$ cat src/common/ntb_pkg.sv
// constants shared by the target bus front end and its leaf modules
// assumes a single 100 MHz clock and host pins synchronous to it
package ntb_pkg;

  // ==========================================================
  // clock and timing
  localparam int CLOCK_PERIOD_NS = 10;
  localparam int RB_VALID_NS = 10000;    // ready/busy valid after stable
  localparam int RB_UNDEF_NS = 50000;    // undefined after ramp start
  localparam int RB_READY_NS = 1000000;  // ready at the latest
  localparam int READ_NS = 25000;
  localparam int PROG_NS = 200000;
  localparam int ERASE_NS = 2000000;
  localparam int RESET_NS = 5000;
  // least times round up, longest times round down
  localparam int RB_VALID_CYC =
    (RB_VALID_NS + CLOCK_PERIOD_NS - 1) / CLOCK_PERIOD_NS;
  localparam int RB_UNDEF_CYC =
    (RB_UNDEF_NS + CLOCK_PERIOD_NS - 1) / CLOCK_PERIOD_NS;
  localparam int RB_READY_CYC = RB_READY_NS / CLOCK_PERIOD_NS;
  localparam int READ_CYC = (READ_NS + CLOCK_PERIOD_NS - 1) / CLOCK_PERIOD_NS;
  localparam int PROG_CYC = (PROG_NS + CLOCK_PERIOD_NS - 1) / CLOCK_PERIOD_NS;
  localparam int ERASE_CYC =
    (ERASE_NS + CLOCK_PERIOD_NS - 1) / CLOCK_PERIOD_NS;
  localparam int RESET_CYC =
    (RESET_NS + CLOCK_PERIOD_NS - 1) / CLOCK_PERIOD_NS;

  // ==========================================================
  // command opcodes
  localparam logic [7:0] CMD_READ_SETUP = 8'h00;
  localparam logic [7:0] CMD_READ_CONF = 8'h30;
  localparam logic [7:0] CMD_PROG_SETUP = 8'h80;
  localparam logic [7:0] CMD_PROG_CONF = 8'h10;
  localparam logic [7:0] CMD_CACHE_CONF = 8'h11;
  localparam logic [7:0] CMD_ERASE_SETUP = 8'h60;
  localparam logic [7:0] CMD_ERASE_CONF = 8'hd0;
  localparam logic [7:0] CMD_STATUS = 8'h70;
  localparam logic [7:0] CMD_STATUS_SEL = 8'h78;
  localparam logic [7:0] CMD_RESET = 8'hff;

  // ==========================================================
  // status byte layout
  localparam int ST_FAIL = 0;
  localparam int ST_ARRAY_RDY = 5;
  localparam int ST_READY = 6;   // lun_ready_status_bit
  localparam int ST_WP_N = 7;

  localparam int SYNC_STAGES = 3;
  localparam int CNT_W = 24;

  typedef enum logic [1:0] {
    OP_READ = 2'b00,
    OP_PROG = 2'b01,
    OP_ERASE = 2'b10,
    OP_RESET = 2'b11
  } ntb_op_t;

  typedef enum logic {
    LS_IDLE = 1'b0,
    LS_BUSY = 1'b1
  } ntb_lun_state_t;

endpackage

$ cat src/ntb_sync.sv
// multi-stage synchroniser for one asynchronous level
// assumes the source may change at any time
`timescale 1ns/1ps
module ntb_sync import ntb_pkg::*; #(
  parameter int STAGES = SYNC_STAGES,
  parameter logic INIT = 1'b0
) (
  input wire logic clk,    // system clock
  input wire logic srst,   // synchronous reset
  input wire logic async_in, // raw level
  output logic sync_out    // level in clock domain
);
  logic [STAGES-1:0] chain;

  // first stage feeds only the next stage
  always_ff @(posedge clk) begin
    if (srst) begin
      chain <= {STAGES{INIT}};
    end else begin
      chain <= {chain[STAGES-2:0], async_in};
    end
  end

  assign sync_out = chain[STAGES-1];
endmodule

$ cat src/ntb_lun.sv
// one logical unit: busy timer, status byte and page register flag
// assumes start pulses only while ready; front end guards read, program and erase, not reset
`timescale 1ns/1ps
module ntb_lun import ntb_pkg::*; #(
  parameter int READ_CYCLES = READ_CYC,
  parameter int PROG_CYCLES = PROG_CYC,
  parameter int ERASE_CYCLES = ERASE_CYC
) (
  input wire logic clk,        // system clock
  input wire logic srst,       // synchronous reset
  input wire logic por_done,   // power-up init finished
  input wire logic start,      // one-cycle operation start
  input wire ntb_op_t op,      // operation kind
  input wire logic wp_ok,      // program/erase allowed
  input wire logic clear_page, // drop page data if idle
  output logic ready,          // idle and initialised
  output logic [7:0] status,   // status byte
  output logic page_valid      // page register holds data
);
  ntb_lun_state_t state;
  logic [CNT_W-1:0] cnt;
  logic fail;
  ntb_op_t cur_op;
  logic blocked;

  assign blocked = (op == OP_PROG || op == OP_ERASE) && !wp_ok;

  // ==========================================================
  // operation timer, independent of every other lun
  always_ff @(posedge clk) begin
    if (srst) begin
      state <= LS_IDLE;
      cnt <= '0;
      fail <= 1'b0;
      cur_op <= OP_RESET;
    end else begin
      unique case (state)
        LS_IDLE: begin
          if (start && blocked) begin
            fail <= 1'b1;
          end else if (start) begin
            state <= LS_BUSY;
            cur_op <= op;
            fail <= 1'b0;
            unique case (op)
              OP_READ: cnt <= CNT_W'(READ_CYCLES - 1);
              OP_PROG: cnt <= CNT_W'(PROG_CYCLES - 1);
              OP_ERASE: cnt <= CNT_W'(ERASE_CYCLES - 1);
              OP_RESET: cnt <= CNT_W'(RESET_CYC - 1);
            endcase
          end
        end
        LS_BUSY: begin
          if (cnt == '0) begin
            state <= LS_IDLE;
          end else begin
            cnt <= cnt - 1'b1;
          end
        end
      endcase
    end
  end

  // ==========================================================
  // page register contents; completion wins over a clear
  always_ff @(posedge clk) begin
    if (srst) begin
      page_valid <= 1'b0;
    end else if (state == LS_BUSY && cnt == '0 && cur_op == OP_READ) begin
      page_valid <= 1'b1;
    end else if (start && !blocked && op != OP_PROG) begin
      page_valid <= 1'b0;
    end else if (clear_page && state == LS_IDLE) begin
      page_valid <= 1'b0;
    end
  end

  assign ready = (state == LS_IDLE) && por_done;

  always_comb begin
    status = 8'h00;
    status[ST_FAIL] = fail;
    status[ST_ARRAY_RDY] = ready;
    status[ST_READY] = ready;
    status[ST_WP_N] = wp_ok;
  end
endmodule

$ cat src/ntb_target_bus.sv
// four-target front end: bus mapping, command and address decode,
// lun status, ready/busy and write-protect gating
// assumes host pins are synchronous to CLOCK and strobes are slow
// enough to be seen as levels for at least one cycle each
`timescale 1ns/1ps
module ntb_target_bus import ntb_pkg::*; #(
  parameter bit DUAL_BUS = 1'b1,         // two independent x8 buses
  parameter bit WIDE_BUS = 1'b0,         // 16-bit data, only with DUAL_BUS and SOURCE_SYNC off
  parameter bit SOURCE_SYNC = 1'b0,      // source-synchronous capable
  parameter int LUNS = 2,                // luns per target
  parameter int PAGE_BYTES = 2048,
  parameter int PAGES_PER_BLOCK = 128,
  parameter int BLOCKS = 1024,
  parameter int COL_CYCLES = 2,
  parameter int ROW_CYCLES = 3,
  parameter int RB_UNDEF_CYCLES = RB_UNDEF_CYC,
  parameter int RB_READY_CYCLES = RB_READY_CYC,
  parameter int READ_CYCLES = READ_CYC,
  parameter int PROG_CYCLES = PROG_CYC,
  parameter int ERASE_CYCLES = ERASE_CYC
) (
  input wire logic CLOCK,                  // 100 MHz clock
  input wire logic SRST,                   // synchronous reset
  input wire logic FIRST_TARGET_SELECT_N,  // target 1 select
  input wire logic SECOND_TARGET_SELECT_N, // target 2 select
  input wire logic THIRD_TARGET_SELECT_N,  // target 3 select
  input wire logic FOURTH_TARGET_SELECT_N, // target 4 select
  input wire logic [1:0] CMD_LATCH,        // command latch per bus
  input wire logic [1:0] ADDR_LATCH,       // address latch per bus
  input wire logic [1:0] WRITE_STROBE_N,   // write strobe per bus
  input wire logic [1:0] READ_ENABLE_N,    // read enable per bus
  input wire logic [1:0] WRITE_PROTECT_N,  // write protect per bus
  input wire logic [15:0] DATA_IN0,        // bus one data in
  input wire logic [7:0] DATA_IN1,         // bus two data in
  output logic [15:0] DATA_OUT0,           // bus one data out
  output logic DATA_OE0,                   // bus one drive enable
  output logic [7:0] DATA_OUT1,            // bus two data out
  output logic DATA_OE1,                   // bus two drive enable
  output logic [3:0] READY_BUSY_OUT,       // open-drain level, always 0
  output logic [3:0] READY_BUSY_OE,        // pulls ready/busy low
  output logic [3:0] LOW_POWER,            // target in low-power state
  output logic ADDR_FAULT                  // bad address cycle pulse
);
  localparam int NT = 4;
  // dual buses are x8 each, so a wide bus one would split the widths
  localparam bit BUS16 = WIDE_BUS && !SOURCE_SYNC && !DUAL_BUS;
  localparam int PAGE_BITS = $clog2(PAGES_PER_BLOCK);
  localparam int BLOCK_BITS = $clog2(BLOCKS);
  localparam int LUN_BITS = $clog2(LUNS);
  localparam int AW = (COL_CYCLES + ROW_CYCLES) * 8;
  localparam int LUN_POS = PAGE_BITS + BLOCK_BITS;

  logic [NT-1:0] sel;
  logic [1:0] we_prev;
  logic [1:0] wp_ok;
  logic [CNT_W-1:0] por_cnt;
  logic rb_valid;
  logic por_done;
  logic [NT-1:0][LUNS-1:0] lun_ready;
  logic [NT-1:0][LUNS-1:0] lun_start;
  logic [NT-1:0][LUNS-1:0][7:0] lun_status;
  logic [NT-1:0][LUNS-1:0] lun_page;
  ntb_op_t [NT-1:0] lun_op;
  logic [NT-1:0] clr_page;
  logic [NT-1:0] status_mode;
  logic [NT-1:0][LUN_BITS-1:0] out_lun;
  logic [NT-1:0] fault;
  logic [NT-1:0] drive;
  logic [NT-1:0][7:0] drive_byte;
  logic [NT-1:0] low_power;
  logic next_oe0;
  logic next_oe1;
  logic [7:0] next_out0;
  logic [7:0] next_out1;

  assign sel = ~{FOURTH_TARGET_SELECT_N, THIRD_TARGET_SELECT_N,
                 SECOND_TARGET_SELECT_N, FIRST_TARGET_SELECT_N};

  // ==========================================================
  // write protect and strobe sampling
  for (genvar b = 0; b < 2; b++) begin : g_bus
    ntb_sync #(.STAGES(SYNC_STAGES), .INIT(1'b0)) u_wp_sync (
      .clk(CLOCK),
      .srst(SRST),
      .async_in(WRITE_PROTECT_N[b]),
      .sync_out(wp_ok[b])
    );
  end

  always_ff @(posedge CLOCK) begin
    if (SRST) begin
      we_prev <= 2'b11;
    end else begin
      we_prev <= WRITE_STROBE_N;
    end
  end

  // ==========================================================
  // power-up timing of ready/busy
  always_ff @(posedge CLOCK) begin
    if (SRST) begin
      por_cnt <= '0;
    end else if (por_cnt != CNT_W'(RB_READY_CYCLES)) begin
      por_cnt <= por_cnt + 1'b1;
    end
  end

  // undefined span covers the earlier valid point as well
  assign rb_valid = (por_cnt >= CNT_W'(RB_UNDEF_CYCLES)) &&
                    (por_cnt >= CNT_W'(RB_VALID_CYC));
  assign por_done = (por_cnt == CNT_W'(RB_READY_CYCLES));

  // ==========================================================
  // per-target decode
  for (genvar t = 0; t < NT; t++) begin : g_tgt
    localparam int B = (DUAL_BUS && (t % 2 == 1)) ? 1 : 0;
    logic latch;
    logic cmd_cyc;
    logic addr_cyc;
    logic [7:0] dbyte;
    logic [7:0] upper;
    logic [7:0] cmd;
    logic [3:0] acnt;
    logic [AW-1:0] addr;
    logic [AW-1:0] next_addr;
    logic row_only;
    logic [3:0] idx;
    logic cache_prev;
    logic [LUN_BITS-1:0] tgt_lun;
    logic [LUN_BITS-1:0] next_lun;

    assign latch = sel[t] && !we_prev[B] && WRITE_STROBE_N[B];
    assign cmd_cyc = CMD_LATCH[B] && !ADDR_LATCH[B];
    assign addr_cyc = ADDR_LATCH[B] && !CMD_LATCH[B];
    assign dbyte = (B == 1) ? DATA_IN1 : DATA_IN0[7:0];
    assign upper = (B == 0 && BUS16) ? DATA_IN0[15:8] : 8'h00;
    assign row_only = (cmd == CMD_ERASE_SETUP) ||
                      (cmd == CMD_STATUS_SEL);
    assign idx = row_only ? 4'(COL_CYCLES) + acnt : acnt;

    always_comb begin
      next_addr = addr;
      next_addr[idx*8 +: 8] = dbyte;
    end

    assign tgt_lun = addr[COL_CYCLES*8 + LUN_POS +: LUN_BITS];
    assign next_lun = next_addr[COL_CYCLES*8 + LUN_POS +: LUN_BITS];

    always_ff @(posedge CLOCK) begin
      if (SRST) begin
        low_power[t] <= 1'b1;
        cmd <= 8'h00;
        acnt <= 4'h0;
        addr <= '0;
        cache_prev <= 1'b0;
        status_mode[t] <= 1'b0;
        out_lun[t] <= '0;
        lun_start[t] <= '0;
        lun_op[t] <= OP_RESET;
        clr_page[t] <= 1'b0;
        fault[t] <= 1'b0;
      end else begin
        lun_start[t] <= '0;
        clr_page[t] <= 1'b0;
        fault[t] <= 1'b0;
        if (latch && cmd_cyc && (!low_power[t] || dbyte == CMD_RESET)) begin
          cmd <= dbyte;
          acnt <= 4'h0;
          status_mode[t] <= 1'b0;
          case (dbyte)
            CMD_RESET: begin
              low_power[t] <= 1'b0;
              lun_start[t] <= '1;
              lun_op[t] <= OP_RESET;
              out_lun[t] <= '0;
              cache_prev <= 1'b0;
            end
            CMD_STATUS: status_mode[t] <= 1'b1;
            CMD_PROG_SETUP: clr_page[t] <= !cache_prev;
            CMD_READ_CONF: begin
              lun_start[t][tgt_lun] <= lun_ready[t][tgt_lun];
              lun_op[t] <= OP_READ;
            end
            CMD_PROG_CONF, CMD_CACHE_CONF: begin
              lun_start[t][tgt_lun] <= lun_ready[t][tgt_lun];
              lun_op[t] <= OP_PROG; // gated inside the lun
              cache_prev <= (dbyte == CMD_CACHE_CONF);
            end
            CMD_ERASE_CONF: begin
              lun_start[t][tgt_lun] <= lun_ready[t][tgt_lun];
              lun_op[t] <= OP_ERASE;
            end
            default: ;
          endcase
        end else if (latch && addr_cyc && !low_power[t]) begin
          if (idx < 4'(COL_CYCLES + ROW_CYCLES)) begin
            addr <= next_addr;
            acnt <= acnt + 1'b1;
          end
          // wide bus address cycles must carry zero upper byte
          if (upper != 8'h00) begin
            fault[t] <= 1'b1;
          end
          if (SOURCE_SYNC && !row_only && acnt == 4'h0 && dbyte[0]) begin
            fault[t] <= 1'b1;
          end
          if (cmd == CMD_STATUS_SEL && acnt == 4'(ROW_CYCLES - 1)) begin
            out_lun[t] <= next_lun;
            status_mode[t] <= 1'b1;
          end
        end
      end
    end

    // only the selected lun drives; the others stay off
    assign drive[t] = sel[t] && status_mode[t] && !READ_ENABLE_N[B];
    assign drive_byte[t] = lun_status[t][out_lun[t]];

    for (genvar l = 0; l < LUNS; l++) begin : g_lun
      ntb_lun #(
        .READ_CYCLES(READ_CYCLES),
        .PROG_CYCLES(PROG_CYCLES),
        .ERASE_CYCLES(ERASE_CYCLES)
      ) u_lun (
        .clk(CLOCK),
        .srst(SRST),
        .por_done(por_done),
        .start(lun_start[t][l]),
        .op(lun_op[t]),
        .wp_ok(wp_ok[B]),
        .clear_page(clr_page[t]),
        .ready(lun_ready[t][l]),
        .status(lun_status[t][l]),
        .page_valid(lun_page[t][l])
      );
    end
  end

  // ==========================================================
  // data bus return path
  always_comb begin
    next_oe0 = 1'b0;
    next_oe1 = 1'b0;
    next_out0 = 8'h00;
    next_out1 = 8'h00;
    for (int t = 0; t < NT; t++) begin
      if (drive[t] && DUAL_BUS && (t % 2 == 1)) begin
        next_oe1 = 1'b1;
        next_out1 = next_out1 | drive_byte[t];
      end else if (drive[t]) begin
        next_oe0 = 1'b1;
        next_out0 = next_out0 | drive_byte[t];
      end
    end
  end

  always_ff @(posedge CLOCK) begin
    if (SRST) begin
      DATA_OUT0 <= 16'h0000;
      DATA_OE0 <= 1'b0;
      DATA_OUT1 <= 8'h00;
      DATA_OE1 <= 1'b0;
    end else begin
      DATA_OUT0 <= {8'h00, next_out0}; // status sits in the low byte
      DATA_OE0 <= next_oe0;
      DATA_OUT1 <= next_out1;
      DATA_OE1 <= next_oe1;
    end
  end

  // ==========================================================
  // ready/busy, open drain: pull low while any lun busy
  always_ff @(posedge CLOCK) begin
    if (SRST) begin
      READY_BUSY_OE <= 4'h0;
      ADDR_FAULT <= 1'b0;
      LOW_POWER <= 4'hf;
    end else begin
      for (int t = 0; t < NT; t++) begin
        READY_BUSY_OE[t] <= rb_valid && !(&lun_ready[t]);
      end
      ADDR_FAULT <= |fault;
      LOW_POWER <= low_power;
    end
  end

  assign READY_BUSY_OUT = 4'h0;
endmodule

$ cat config.mk
export PLATFORM = sky130hd
export DESIGN_NAME = ntb_target_bus
export DESIGN_NICKNAME = d
export VERILOG_FILES = /design/src/common/ntb_pkg.sv /design/src/ntb_sync.sv /design/src/ntb_lun.sv /design/src/ntb_target_bus.sv
export SDC_FILE = /design/constraint.sdc
export NUM_CORES = 1
export LEC_CHECK = 0
export BUFFER_PORTS_ARGS = -buffer_cell sky130_fd_sc_hd__buf_2
export CAP_MARGIN = 10
export CORE_ASPECT_RATIO = 0.75
export CORE_MARGIN = 2
export CORE_UTILIZATION = 25
export CTS_CLUSTER_DIAMETER = 120
export CTS_CLUSTER_SIZE = 40
export DETAILED_ROUTE_END_ITERATION = 10
export SLEW_MARGIN = 5
export SYNTH_ARGS = -nofsm -noshare
export SYNTH_HDL_FRONTEND = slang
export SYNTH_SLANG_ARGS = --single-unit
$ cat constraint.sdc
create_clock -name CLOCK -period 8.4 [get_ports CLOCK]
set_input_delay 0.84 -clock CLOCK [delete_from_list [all_inputs] [get_ports CLOCK]]
set_output_delay 0.84 -clock CLOCK [all_outputs]
set_load 0.05 [all_outputs]
==> flow_summary.toml, run 1 <==
[synthesis]
synth.most_common_cell = "sky130_fd_sc_hd__dfxtp_1"
post_synth_main_area_contributors = "sky130_fd_sc_hd__dfxtp_1 (37%), sky130_fd_sc_hd__nand2_1 (5.6%), sky130_fd_sc_hd__nor2_1 (5.6%)"
synth_common_cells = "sky130_fd_sc_hd__dfxtp_1 (336), sky130_fd_sc_hd__nand2_1 (273), sky130_fd_sc_hd__nor2_1 (272)"
ys.warnings.count = 0
postSynthAreaPerCell_um2 = 7.94
synth.yosys.seq_area_share = 0.370
async_reset_ff_frac = 0
ys_ff_latch = 336
netlist_instances = 2288
yosys_most_used_dff = "sky130_fd_sc_hd__dfxtp_1"
synth-edff-count = 0
synth_largest_area_cell = "sky130_fd_sc_hd__dfxtp_1"
count_of_unique_library_cells_instantiated_by_yosys = 107
synth_top_cell_area_share = 0.370
syn_area_um2 = 18200

[critical_path]
crit_end = "g_tgt[0].addr[33]"
cp_max_fo = 97
timing.critical_path.from = "SRST"
timing.critical_path.required_ns = 8.84
timing.rr.start = "g_tgt[0].cmd[7]"
reg2regPathDepth = 8
critical_path_arrival_ns = 3.66
worst_r2r_endpoint = "out_lun[0]"
setup.worst_path.end_class = "flop"
worstSetupPathType = "in -> reg"
cp-start-kind = "primary input"
setup.reg_to_reg.worst_slack_ns = 5.34

[cells_and_area]
multi_input_area_um2 = 10700
syn_to_final_growth_pct = 8.23
fillCellCount = 7861
drive_above_1_share = 0.0795
regArea_um2 = 6730
utilization = 0.274
n_antenna_cell = 0
finalNetCount = 2351

[drt]
drt_first_pass_iters = 5
antenna_left = 0
detail_route.wl_per_cell_um = 14.0
route.final.wire_length_mm = 45.0
drc_errors = 0
route.met3.wl_mm = 2.20
top_signal_layer_used = "met5"
vias = 15900
avgViaCountPerCell = 4.93
wl_met2_mm = 17.8
wl_met1_mm = 24.5
drt_iter0_drc = 1400

[sta]
fin_tns_setup_ns = 0
timing_max_transition_violations_final = 0
finalSetupViolCount = 0
grt_setup_unrepaired = "false"
skew_ns = 0.0242
worst_slew_margin_rel = 0.230
max_slew.worst_pin.slew_ns = 1.15
finalCriticalPeriod_ns = 3.22
period_share = 0.383
fmaxAchievable_mhz = 310
hold_violations = 0
whs_ns = 0.446

[die]
core_um2 = 71900
row_count = 85
top_level_ports = 79
die_height_um = 238
floorplan.die.width_um = 315
design.die.area_um2 = 74900
initial_standard_cell_utilization_of_the_core = 0.253

[power_and_ir_drop]
power_per_unit_of_standard_cell_area_nw_per_um2 = 134
power_mw = 2.63
max-vdd-ir-drop_mv = 0.120
power_leakage_nw = 6.93

[placement]
numPortBuffers = 49
place.detailed.hpwl_mm = 31.3
gp_routability_congestion = 0.819

[grt]
globalRoute.totalOverflow = 0
maximum_number_of_pins_on_one_net_before_global_route_repair = 98
grt_pass1_wl_mm = 75.0
first_global_vias = 14100
grtUsageTotal = 0.117
antenna_found_initial = 5

[clock_tree]
h-tree-depth = 1
worst_setup_hold_path_clk_slew_ns = 0.12
clockRootBuffer = "sky130_fd_sc_hd__clkbuf_16"
tritoncts = "done"
cts_setup_buffers = 0
clock_sinks = 336
number_of_buffers_on_the_longest_clock_path = 3
clk_latency_ns = 0.55
post_cts.resized_instances = 0
number_of_hold_buffers_added_after_cts = 0
cts-buffers-inserted = 15

[worst_hold_path]
worst_hold_path_type = "reg -> reg"

[flow_run]
cap_violations = 0

[run_status]
outcome = "complete, no violations"
[cell type report]
type                    count  area share
clock buffers              16      0.0193
clock inverters             8     0.00541
inverters                  52     0.00992
multi-input cells        1789       0.544
flip-flops and latches    336       0.342
well taps                 957      0.0609
repair buffers             63      0.0183
[cell usage in the layout, fill, tap and decap left out, drive strengths merged, types with 10 or more instances in the layout]
cell	instances
dfxtp	336
nor2	275
nand2	274
a21oi	191
o21ai	148
nor3	112
nor4	64
buf	62
inv	56
xnor2	55
ha	54
nand3	44
xor2	41
or3	41
nor2b	40
a31oi	31
nand4	26
a211oi	22
conb	21
nand2b	21
or2	20
o32ai	19
or4	19
and2	18
clkbuf	17
nor3b	16
mux2i	16
o22ai	16
and3	15
nor4b	13
nand3b	10
o211ai	10
a21o	10
a22oi	10
mux2	10
a2111oi	10
[metrics by stage]
stage          instances  worst slack (ns)  cell area, um^2
2_1_floorplan       2308              5.59            18300
3_3_place_gp        3196              4.67            19200
3_5_place_dp        3196              4.68            19200
4_1_cts             3220              5.24            19700
5_1_grt             3221              5.00            19700
6_report            3221              5.18            19700
[power by group]
group	internal (mW)	total (mW)	switching, mW
Clock	0.361	0.950	0.589
Combinational	0.0157	0.0839	0.0682
Sequential	1.60	1.60	0.00271
Total	1.97	2.63	0.660
[worst max-delay path: stages]
cell                       delay (ns)
sky130_fd_sc_hd__clkbuf_8        0.48
sky130_fd_sc_hd__buf_4           0.76
sky130_fd_sc_hd__buf_4           0.81
sky130_fd_sc_hd__nor4b_1         0.11
sky130_fd_sc_hd__and3_1          0.22
sky130_fd_sc_hd__a31o_2          0.21
[per-layer routing]
layer	up-vias	track usage
met5	-	0
met3	29	0.0151
li1	8110	-
met2	290	0.167
met1	7455	0.187
met4	10	0.0168
[registers in the layout, summed over array words and instances (netlist names), 8 cells and up]
name and cells:
g_tgt.g_lun.u_lun.cnt 192, g_tgt.cmd 32, por_cnt 24, g_tgt.acnt 16, g_tgt.g_lun.u_lun.fail 8, g_tgt.g_lun.u_lun.state 8, lun_op 8, lun_start 8
[logic make-up after synthesis]
| group | count (synthesis) | synth area share |
|---|---|---|
| compound gates | 558 | 0.194 |
| xor+xnor | 96 | 0.0471 |
| fa+ha+maj | 54 | 0.0372 |
| buf+inv | 183 | 0.0453 |
| flops | 336 | 0.370 |
| mux | 26 | 0.0150 |
| other cells | 1 | 0.000206 |
| simple gates | 1034 | 0.292 |
[worst min path at each step]
stage                                           start                           to  slack (ns)  cells past startpoint
final                     g_bus[0].u_wp_sync.chain[0]  g_bus[0].u_wp_sync.chain[1]        0.45                      1
after global routing      g_bus[1].u_wp_sync.chain[0]  g_bus[1].u_wp_sync.chain[1]        0.45                      1
after CTS                 g_bus[1].u_wp_sync.chain[0]  g_bus[1].u_wp_sync.chain[1]        0.45                      1
after detailed placement  g_bus[1].u_wp_sync.chain[1]  g_bus[1].u_wp_sync.chain[2]        0.42                      1
after global placement    g_bus[1].u_wp_sync.chain[0]  g_bus[1].u_wp_sync.chain[1]        0.42                      1
after floorplan           g_bus[0].u_wp_sync.chain[0]  g_bus[0].u_wp_sync.chain[1]        0.41                      1
(Power assumes the default switching activity.)
==> inputs of run 2 (changes only) <==
==> constraint.sdc (replaced) <==
create_clock -name CLOCK -period 2.7 [get_ports CLOCK]
set_input_delay 0.27 -clock CLOCK [delete_from_list [all_inputs] [get_ports CLOCK]]
set_output_delay 0.27 -clock CLOCK [all_outputs]
set_load 0.05 [all_outputs]
==> run 2 against run 1 <==
Net effect: sequential power grew to 3.1 times the previous value; register-to-register slack lost 5.3 ns; critical path depth grew 2; sequential share of layout area shrank 1.4 points; utilization grew 1.2 points; non-clock buffer count grew 89; clock skew grew 0.0017 ns; worst hold slack lost 0.42 ns; flip-flop and latch count is the same; combinational power grew to 3.4 times the previous value; wire length grew 3.5%; die area is the same.
==> flow_summary.toml, run 2 (synthesized netlist as in run 1, its figures left out) <==
[clock_tree]
clk_latency_ns = 0.55
worst_setup_hold_path_clk_slew_ns = 0.13
tritoncts = "done"
number_of_buffers_on_the_longest_clock_path = 3
clockRootBuffer = "sky130_fd_sc_hd__clkbuf_16"
clock_sinks = 336
cts-buffers-inserted = 15
h-tree-depth = 1

[critical_path]
timing.rr.start = "g_tgt[1].cmd[0]"
worstPathCellList = "or4_4, nor3_4, xnor2_1, ha_1, or4b_4, a221oi_4, mux2i_1, a211oi_1"
cp-start-kind = "flop"
worst_r2r_endpoint = "out_lun[1]"
cp_max_fo = 3
setup.worst_path.end_class = "flop"
setup.reg_to_reg.worst_slack_ns = 0.09
critical_path_arrival_ns = 3.02
reg2regPathDepth = 8
worstSetupPathType = "reg -> reg"
timing.critical_path.slowest_stage_cell = "sky130_fd_sc_hd__or4_4"
critical-path-max-stage-delay_ns = 0.54
timing.critical_path.required_ns = 3.11

[sta]
finalCriticalPeriod_ns = 2.61
fmaxAchievable_mhz = 383
finalSetupViolCount = 0
period_share = 0.968
max_slew.worst_pin.slew_ns = 0.740
timing_max_transition_violations_final = 0
skew_ns = 0.0259
hold_violations = 0
grt_setup_unrepaired = "true"
whs_ns = 0.0249
worst_slew_margin_rel = 0.503

[cells_and_area]
mostFrequentLayoutCell = "sky130_fd_sc_hd__dfxtp_1"
syn_to_final_growth_pct = 13.0
finalNetCount = 2440
largest_register_ff_count = 192
layout.cells.non_filler = 3312
biggestRegsByFlops = "g_tgt.g_lun.u_lun.cnt (192), g_tgt.cmd (32), por_cnt (24)"
layout.cell_area.non_filler_um2 = 20500
largest-register = "g_tgt.g_lun.u_lun.cnt"
utilization = 0.286
layout.cells.most_common_list = "sky130_fd_sc_hd__dfxtp_1 (332), sky130_fd_sc_hd__nand2_1 (272), sky130_fd_sc_hd__nor2_1 (272), sky130_fd_sc_hd__a21oi_1 (191), sky130_fd_sc_hd__o21ai_0 (135)"
drive_above_1_share = 0.113

[grt]
grt_pass1_wl_mm = 76.9
maximum_number_of_pins_on_one_net_before_global_route_repair = 66
globalRoute.totalOverflow = 0
first_global_vias = 14300
grtUsageTotal = 0.121
antenna_found_initial = 8

[power_and_ir_drop]
power_leakage_nw = 7.41
power_per_unit_of_standard_cell_area_nw_per_um2 = 403
max-vdd-ir-drop_mv = 0.392
power_mw = 8.28

[worst_hold_path]
hold_startpoint = "DATA_IN1[0]"
worst_hold_path_type = "in -> reg"
hold_path_depth = 3
holdPathEnd = "g_tgt[1].cmd[0]"

[die]
top_level_ports = 79
core_um2 = 71900
floorplan.die.width_um = 315
die_height_um = 238
initial_standard_cell_utilization_of_the_core = 0.253
design.die.area_um2 = 74900
row_count = 85

[drt]
detail_route.wl_per_cell_um = 14.1
drt_iter0_drc = 1333
antenna_left = 0
drc_errors = 0
vias = 16200
avgViaCountPerCell = 4.89
route.final.wire_length_mm = 46.5
drt_first_pass_iters = 5

[placement]
place.detailed.hpwl_mm = 32.8
placed_cells_incl_taps = 3271
postPlaceCellArea_um2 = 19800
gp_routability_congestion = 0.806
numPortBuffers = 49

[run_status]
outcome = "complete, no violations"

[flow_run]
cap_violations = 0
run 2: cell count changes in the layout (fill, tap and decap cells not counted), moves of 3 or more:
cell and change:
sky130_fd_sc_hd__buf_4 +74, sky130_fd_sc_hd__dfxtp_2 +4, sky130_fd_sc_hd__dfxtp_1 -4, sky130_fd_sc_hd__dlygate4sd3_1 +12
sky130_fd_sc_hd__buf_12 +3
run 2: final cells by class:
type	instances	area, um^2
Timing Repair Buffer	152	1090
Clock inverter	9	144
Sequential cell	336	6730
Antenna cell	2	5.00
Inverter	52	195
Clock buffer	15	375
Multi-Input combinational cell	1789	10800
Fill cell	7838	51400
Tap cell	957	1200
run 2: timing repair:
action	4_1_cts	5_1_grt
gates resized for setup	5	9
hold endpoints to repair	17	0
buffers inserted	2	1
endpoints found under the setup margin	3	9
hold buffers	12	0
pin swaps	1	9
run 2: worst max path at each step:
| stage | endpoint | startpoint |
|---|---|---|
| 2_1_floorplan | out_lun[0] | g_tgt[0].cmd[7] |
| 3_3_place_gp | out_lun[0] | g_tgt[0].cmd[7] |
| 3_5_place_dp | out_lun[0] | g_tgt[0].cmd[7] |
| 4_1_cts | out_lun[0] | g_tgt[0].cmd[7] |
| 5_1_grt | out_lun[1] | g_tgt[1].cmd[0] |
| 6_report | out_lun[1] | g_tgt[1].cmd[0] |
run 2: layer usage:
layer | GRT usage | vias to the layer above | wire length (um)
met3 | 0.0187 | 33 | 2280
met4 | 0.0192 | 12 | 458
met1 | 0.190 | 7518 | 25200
li1 | - | 8291 | -
met2 | 0.172 | 333 | 18500
met5 | 0 | - | 87
run 2: through the flow:
| step | worst slack [ns] | setup TNS (ns) |
|---|---|---|
| 2_1_floorplan | -0.0411 | -0.0411 |
| 3_3_place_gp | -0.144 | -0.231 |
| 3_5_place_dp | -0.160 | -0.288 |
| 4_1_cts | 0.00102 | 0 |
| 5_1_grt | -0.0600 | -0.0837 |
| 6_report | 0.0861 | 0 |
run 2: where the power goes:
group | internal (mW) | switching (mW)
combinational | 0.0676 | 0.218
sequential | 4.97 | 0.00965
clock | 1.15 | 1.87
run 2: worst max-delay path, delay by kind of cell (launching register included):
kind / cells / cell delay (ns)
AOI/OAI and AO/OA: 2 / 0.30
xor gates and xnor gates: 1 / 0.14
adders and majority gates: 1 / 0.26
DFF: 1 / 0.36
muxes: 1 / 0.21
and+or+nand+nor: 3 / 1.21
==> inputs of run 3 (changes only) <==
--- a/config.mk
+++ b/config.mk
@@ -9,7 +9,7 @@
 export CAP_MARGIN = 10
 export CORE_ASPECT_RATIO = 0.75
 export CORE_MARGIN = 2
-export CORE_UTILIZATION = 25
+export CORE_UTILIZATION = 43
 export CTS_CLUSTER_DIAMETER = 120
 export CTS_CLUSTER_SIZE = 40
 export DETAILED_ROUTE_END_ITERATION = 10
==> constraint.sdc (replaced) <==
create_clock -name CLOCK -period 3.27 [get_ports CLOCK]
set_input_delay 0.327 -clock CLOCK [delete_from_list [all_inputs] [get_ports CLOCK]]
set_output_delay 0.327 -clock CLOCK [all_outputs]
set_load 0.05 [all_outputs]
==> run 3 against run 2 <==
Net effect: non-clock buffer count decreased by 60; largest cell class unchanged; utilization rose by 18 points; largest power group unchanged; critical path depth unchanged.
==> flow_summary.toml, run 3 (synthesized netlist as in run 1, its figures left out) <==
[critical_path]
reg2regPathDepth = 8
critical_path_arrival_ns = 3.45
cp_max_fo = 3
timing.critical_path.required_ns = 3.67
cp-start-kind = "flop"
setup.worst_path.end_class = "flop"
worstSetupPathType = "reg -> reg"

[grt]
maximum_number_of_pins_on_one_net_before_global_route_repair = 92
grt_pass1_wl_mm = 75.4
globalRoute.totalOverflow = 0
first_global_vias = 14700
antenna_found_initial = 2
grtUsageTotal = 0.203

[placement]
numPortBuffers = 49
place.detailed.hpwl_mm = 31.4
placed_cells_incl_taps = 2834
gp_routability_congestion = 0.841
detailedPlace.worstSlack_ns = 0.266
postPlaceCellArea_um2 = 18900

[sta]
fin_tns_setup_ns = 0
hold_violations = 0
grt_setup_unrepaired = "false"
timing_max_transition_violations_final = 0
whs_ns = 0.0578
period_share = 0.932
skew_ns = 0.0253
finalCriticalPeriod_ns = 3.05
setup_slack_ns = 0.221
fmaxAchievable_mhz = 328
worst_slew_margin_rel = 0.416
max_slew.worst_pin.slew_ns = 0.873
finalSetupViolCount = 0

[worst_hold_path]
worst_hold_path_type = "in -> reg"
hold_path_depth = 3

[power_and_ir_drop]
power_per_unit_of_standard_cell_area_nw_per_um2 = 332
sw_frac_of_total = 0.237
power.share.sequential = 0.641
power_leakage_nw = 7.01
clockPowerShare = 0.324
power_mw = 6.41
power_switching_mw = 1.52
internal_power_mw = 4.90
pwr-share-comb = 0.035
max-vdd-ir-drop_mv = 0.307

[die]
top_level_ports = 79
core_um2 = 41900
initial_standard_cell_utilization_of_the_core = 0.434
floorplan.die.width_um = 241
die_height_um = 182
row_count = 65
design.die.area_um2 = 43900

[clock_tree]
cts-buffers-inserted = 12
tritoncts = "done"
worst_setup_hold_path_clk_slew_ns = 0.15
number_of_buffers_on_the_longest_clock_path = 3
clock_sinks = 336
cts_setup_buffers = 0
h-tree-depth = 1
clockRootBuffer = "sky130_fd_sc_hd__clkbuf_16"
clk_latency_ns = 0.54

[drt]
drt_first_pass_iters = 5
antenna_left = 0
detail_route.wl_per_cell_um = 15.8
route.final.wire_length_mm = 45.2
vias = 16200
avgViaCountPerCell = 5.68
drt_iter0_drc = 1245
drc_errors = 0

[cells_and_area]
largest_register_ff_count = 192
layout.cell_area.non_filler_um2 = 19300
largest-register = "g_tgt.g_lun.u_lun.cnt"
layout.cells.non_filler = 2854
biggestRegsByFlops = "g_tgt.g_lun.u_lun.cnt (192), g_tgt.cmd (32), por_cnt (24)"
finalNetCount = 2377
layout.cells.most_common_list = "sky130_fd_sc_hd__dfxtp_1 (336), sky130_fd_sc_hd__nand2_1 (273), sky130_fd_sc_hd__nor2_1 (272), sky130_fd_sc_hd__a21oi_1 (191), sky130_fd_sc_hd__o21ai_0 (135)"
syn_to_final_growth_pct = 6.24
mostFrequentLayoutCell = "sky130_fd_sc_hd__dfxtp_1"
drive_above_1_share = 0.0863
utilization = 0.461

[run_status]
outcome = "complete, no violations"

[flow_run]
cap_violations = 0
## run 3: layout make-up
cell class / instances / area, um^2
Antenna cell: 1 / 2.50
Fill cell: 4118 / 22600
Sequential cell: 336 / 6730
Clock inverter: 2 / 28.8
Multi-Input combinational cell: 1789 / 10700
Clock buffer: 13 / 325
Tap cell: 569 / 712
Inverter: 52 / 195
Timing Repair Buffer: 92 / 612
## run 3: worst max-delay path: stages (launching register included)
cell and delay, ns:
sky130_fd_sc_hd__dfxtp_1 0.37, sky130_fd_sc_hd__or4_4 0.56, sky130_fd_sc_hd__nor3_1 0.32, sky130_fd_sc_hd__o41ai_1 0.18, sky130_fd_sc_hd__ha_1 0.33, sky130_fd_sc_hd__or4b_2 0.62
sky130_fd_sc_hd__a221oi_2 0.24, sky130_fd_sc_hd__mux2i_1 0.23, sky130_fd_sc_hd__a211oi_1 0.09
## run 3: per-layer routing
metal	track usage	part of all wire	up-vias
met4	0.0412	0.014	0
met5	0	0	-
li1	-	-	8145
met3	0.0240	0.041	27
met2	0.304	0.43	319
met1	0.311	0.52	7732
## run 3: path summary, 6_finish.rpt
| path | start | endpoint | slack (ns) |
|---|---|---|---|
| worst max-delay path | g_tgt[0].cmd[7] | out_lun[0] | 0.22 |
| worst min-delay path | DATA_IN0[4] | g_tgt[2].cmd[4] | 0.06 |
| worst max register to register | g_tgt[0].cmd[7] | out_lun[0] | 0.22 |
| worst min register to register | g_bus[0].u_wp_sync.chain[1] | g_bus[0].u_wp_sync.chain[2] | 0.46 |
## run 3: timing repair
| action | in CTS | in global routing |
|---|---|---|
| hold buffers | 4 | 0 |
| hold endpoints to repair | 4 | 0 |
| resized for setup | 0 | 0 |
## run 3: power by group through the flow
stage	Sequential, mW	Clock (mW)	Combinational [mW]
2_1_floorplan	4.20	0	0.165
3_3_place_gp	4.20	0	0.219
3_5_place_dp	4.20	0	0.221
4_1_cts	4.11	2.19	0.225
5_1_grt	4.11	2.31	0.242
6_report	4.11	2.08	0.225
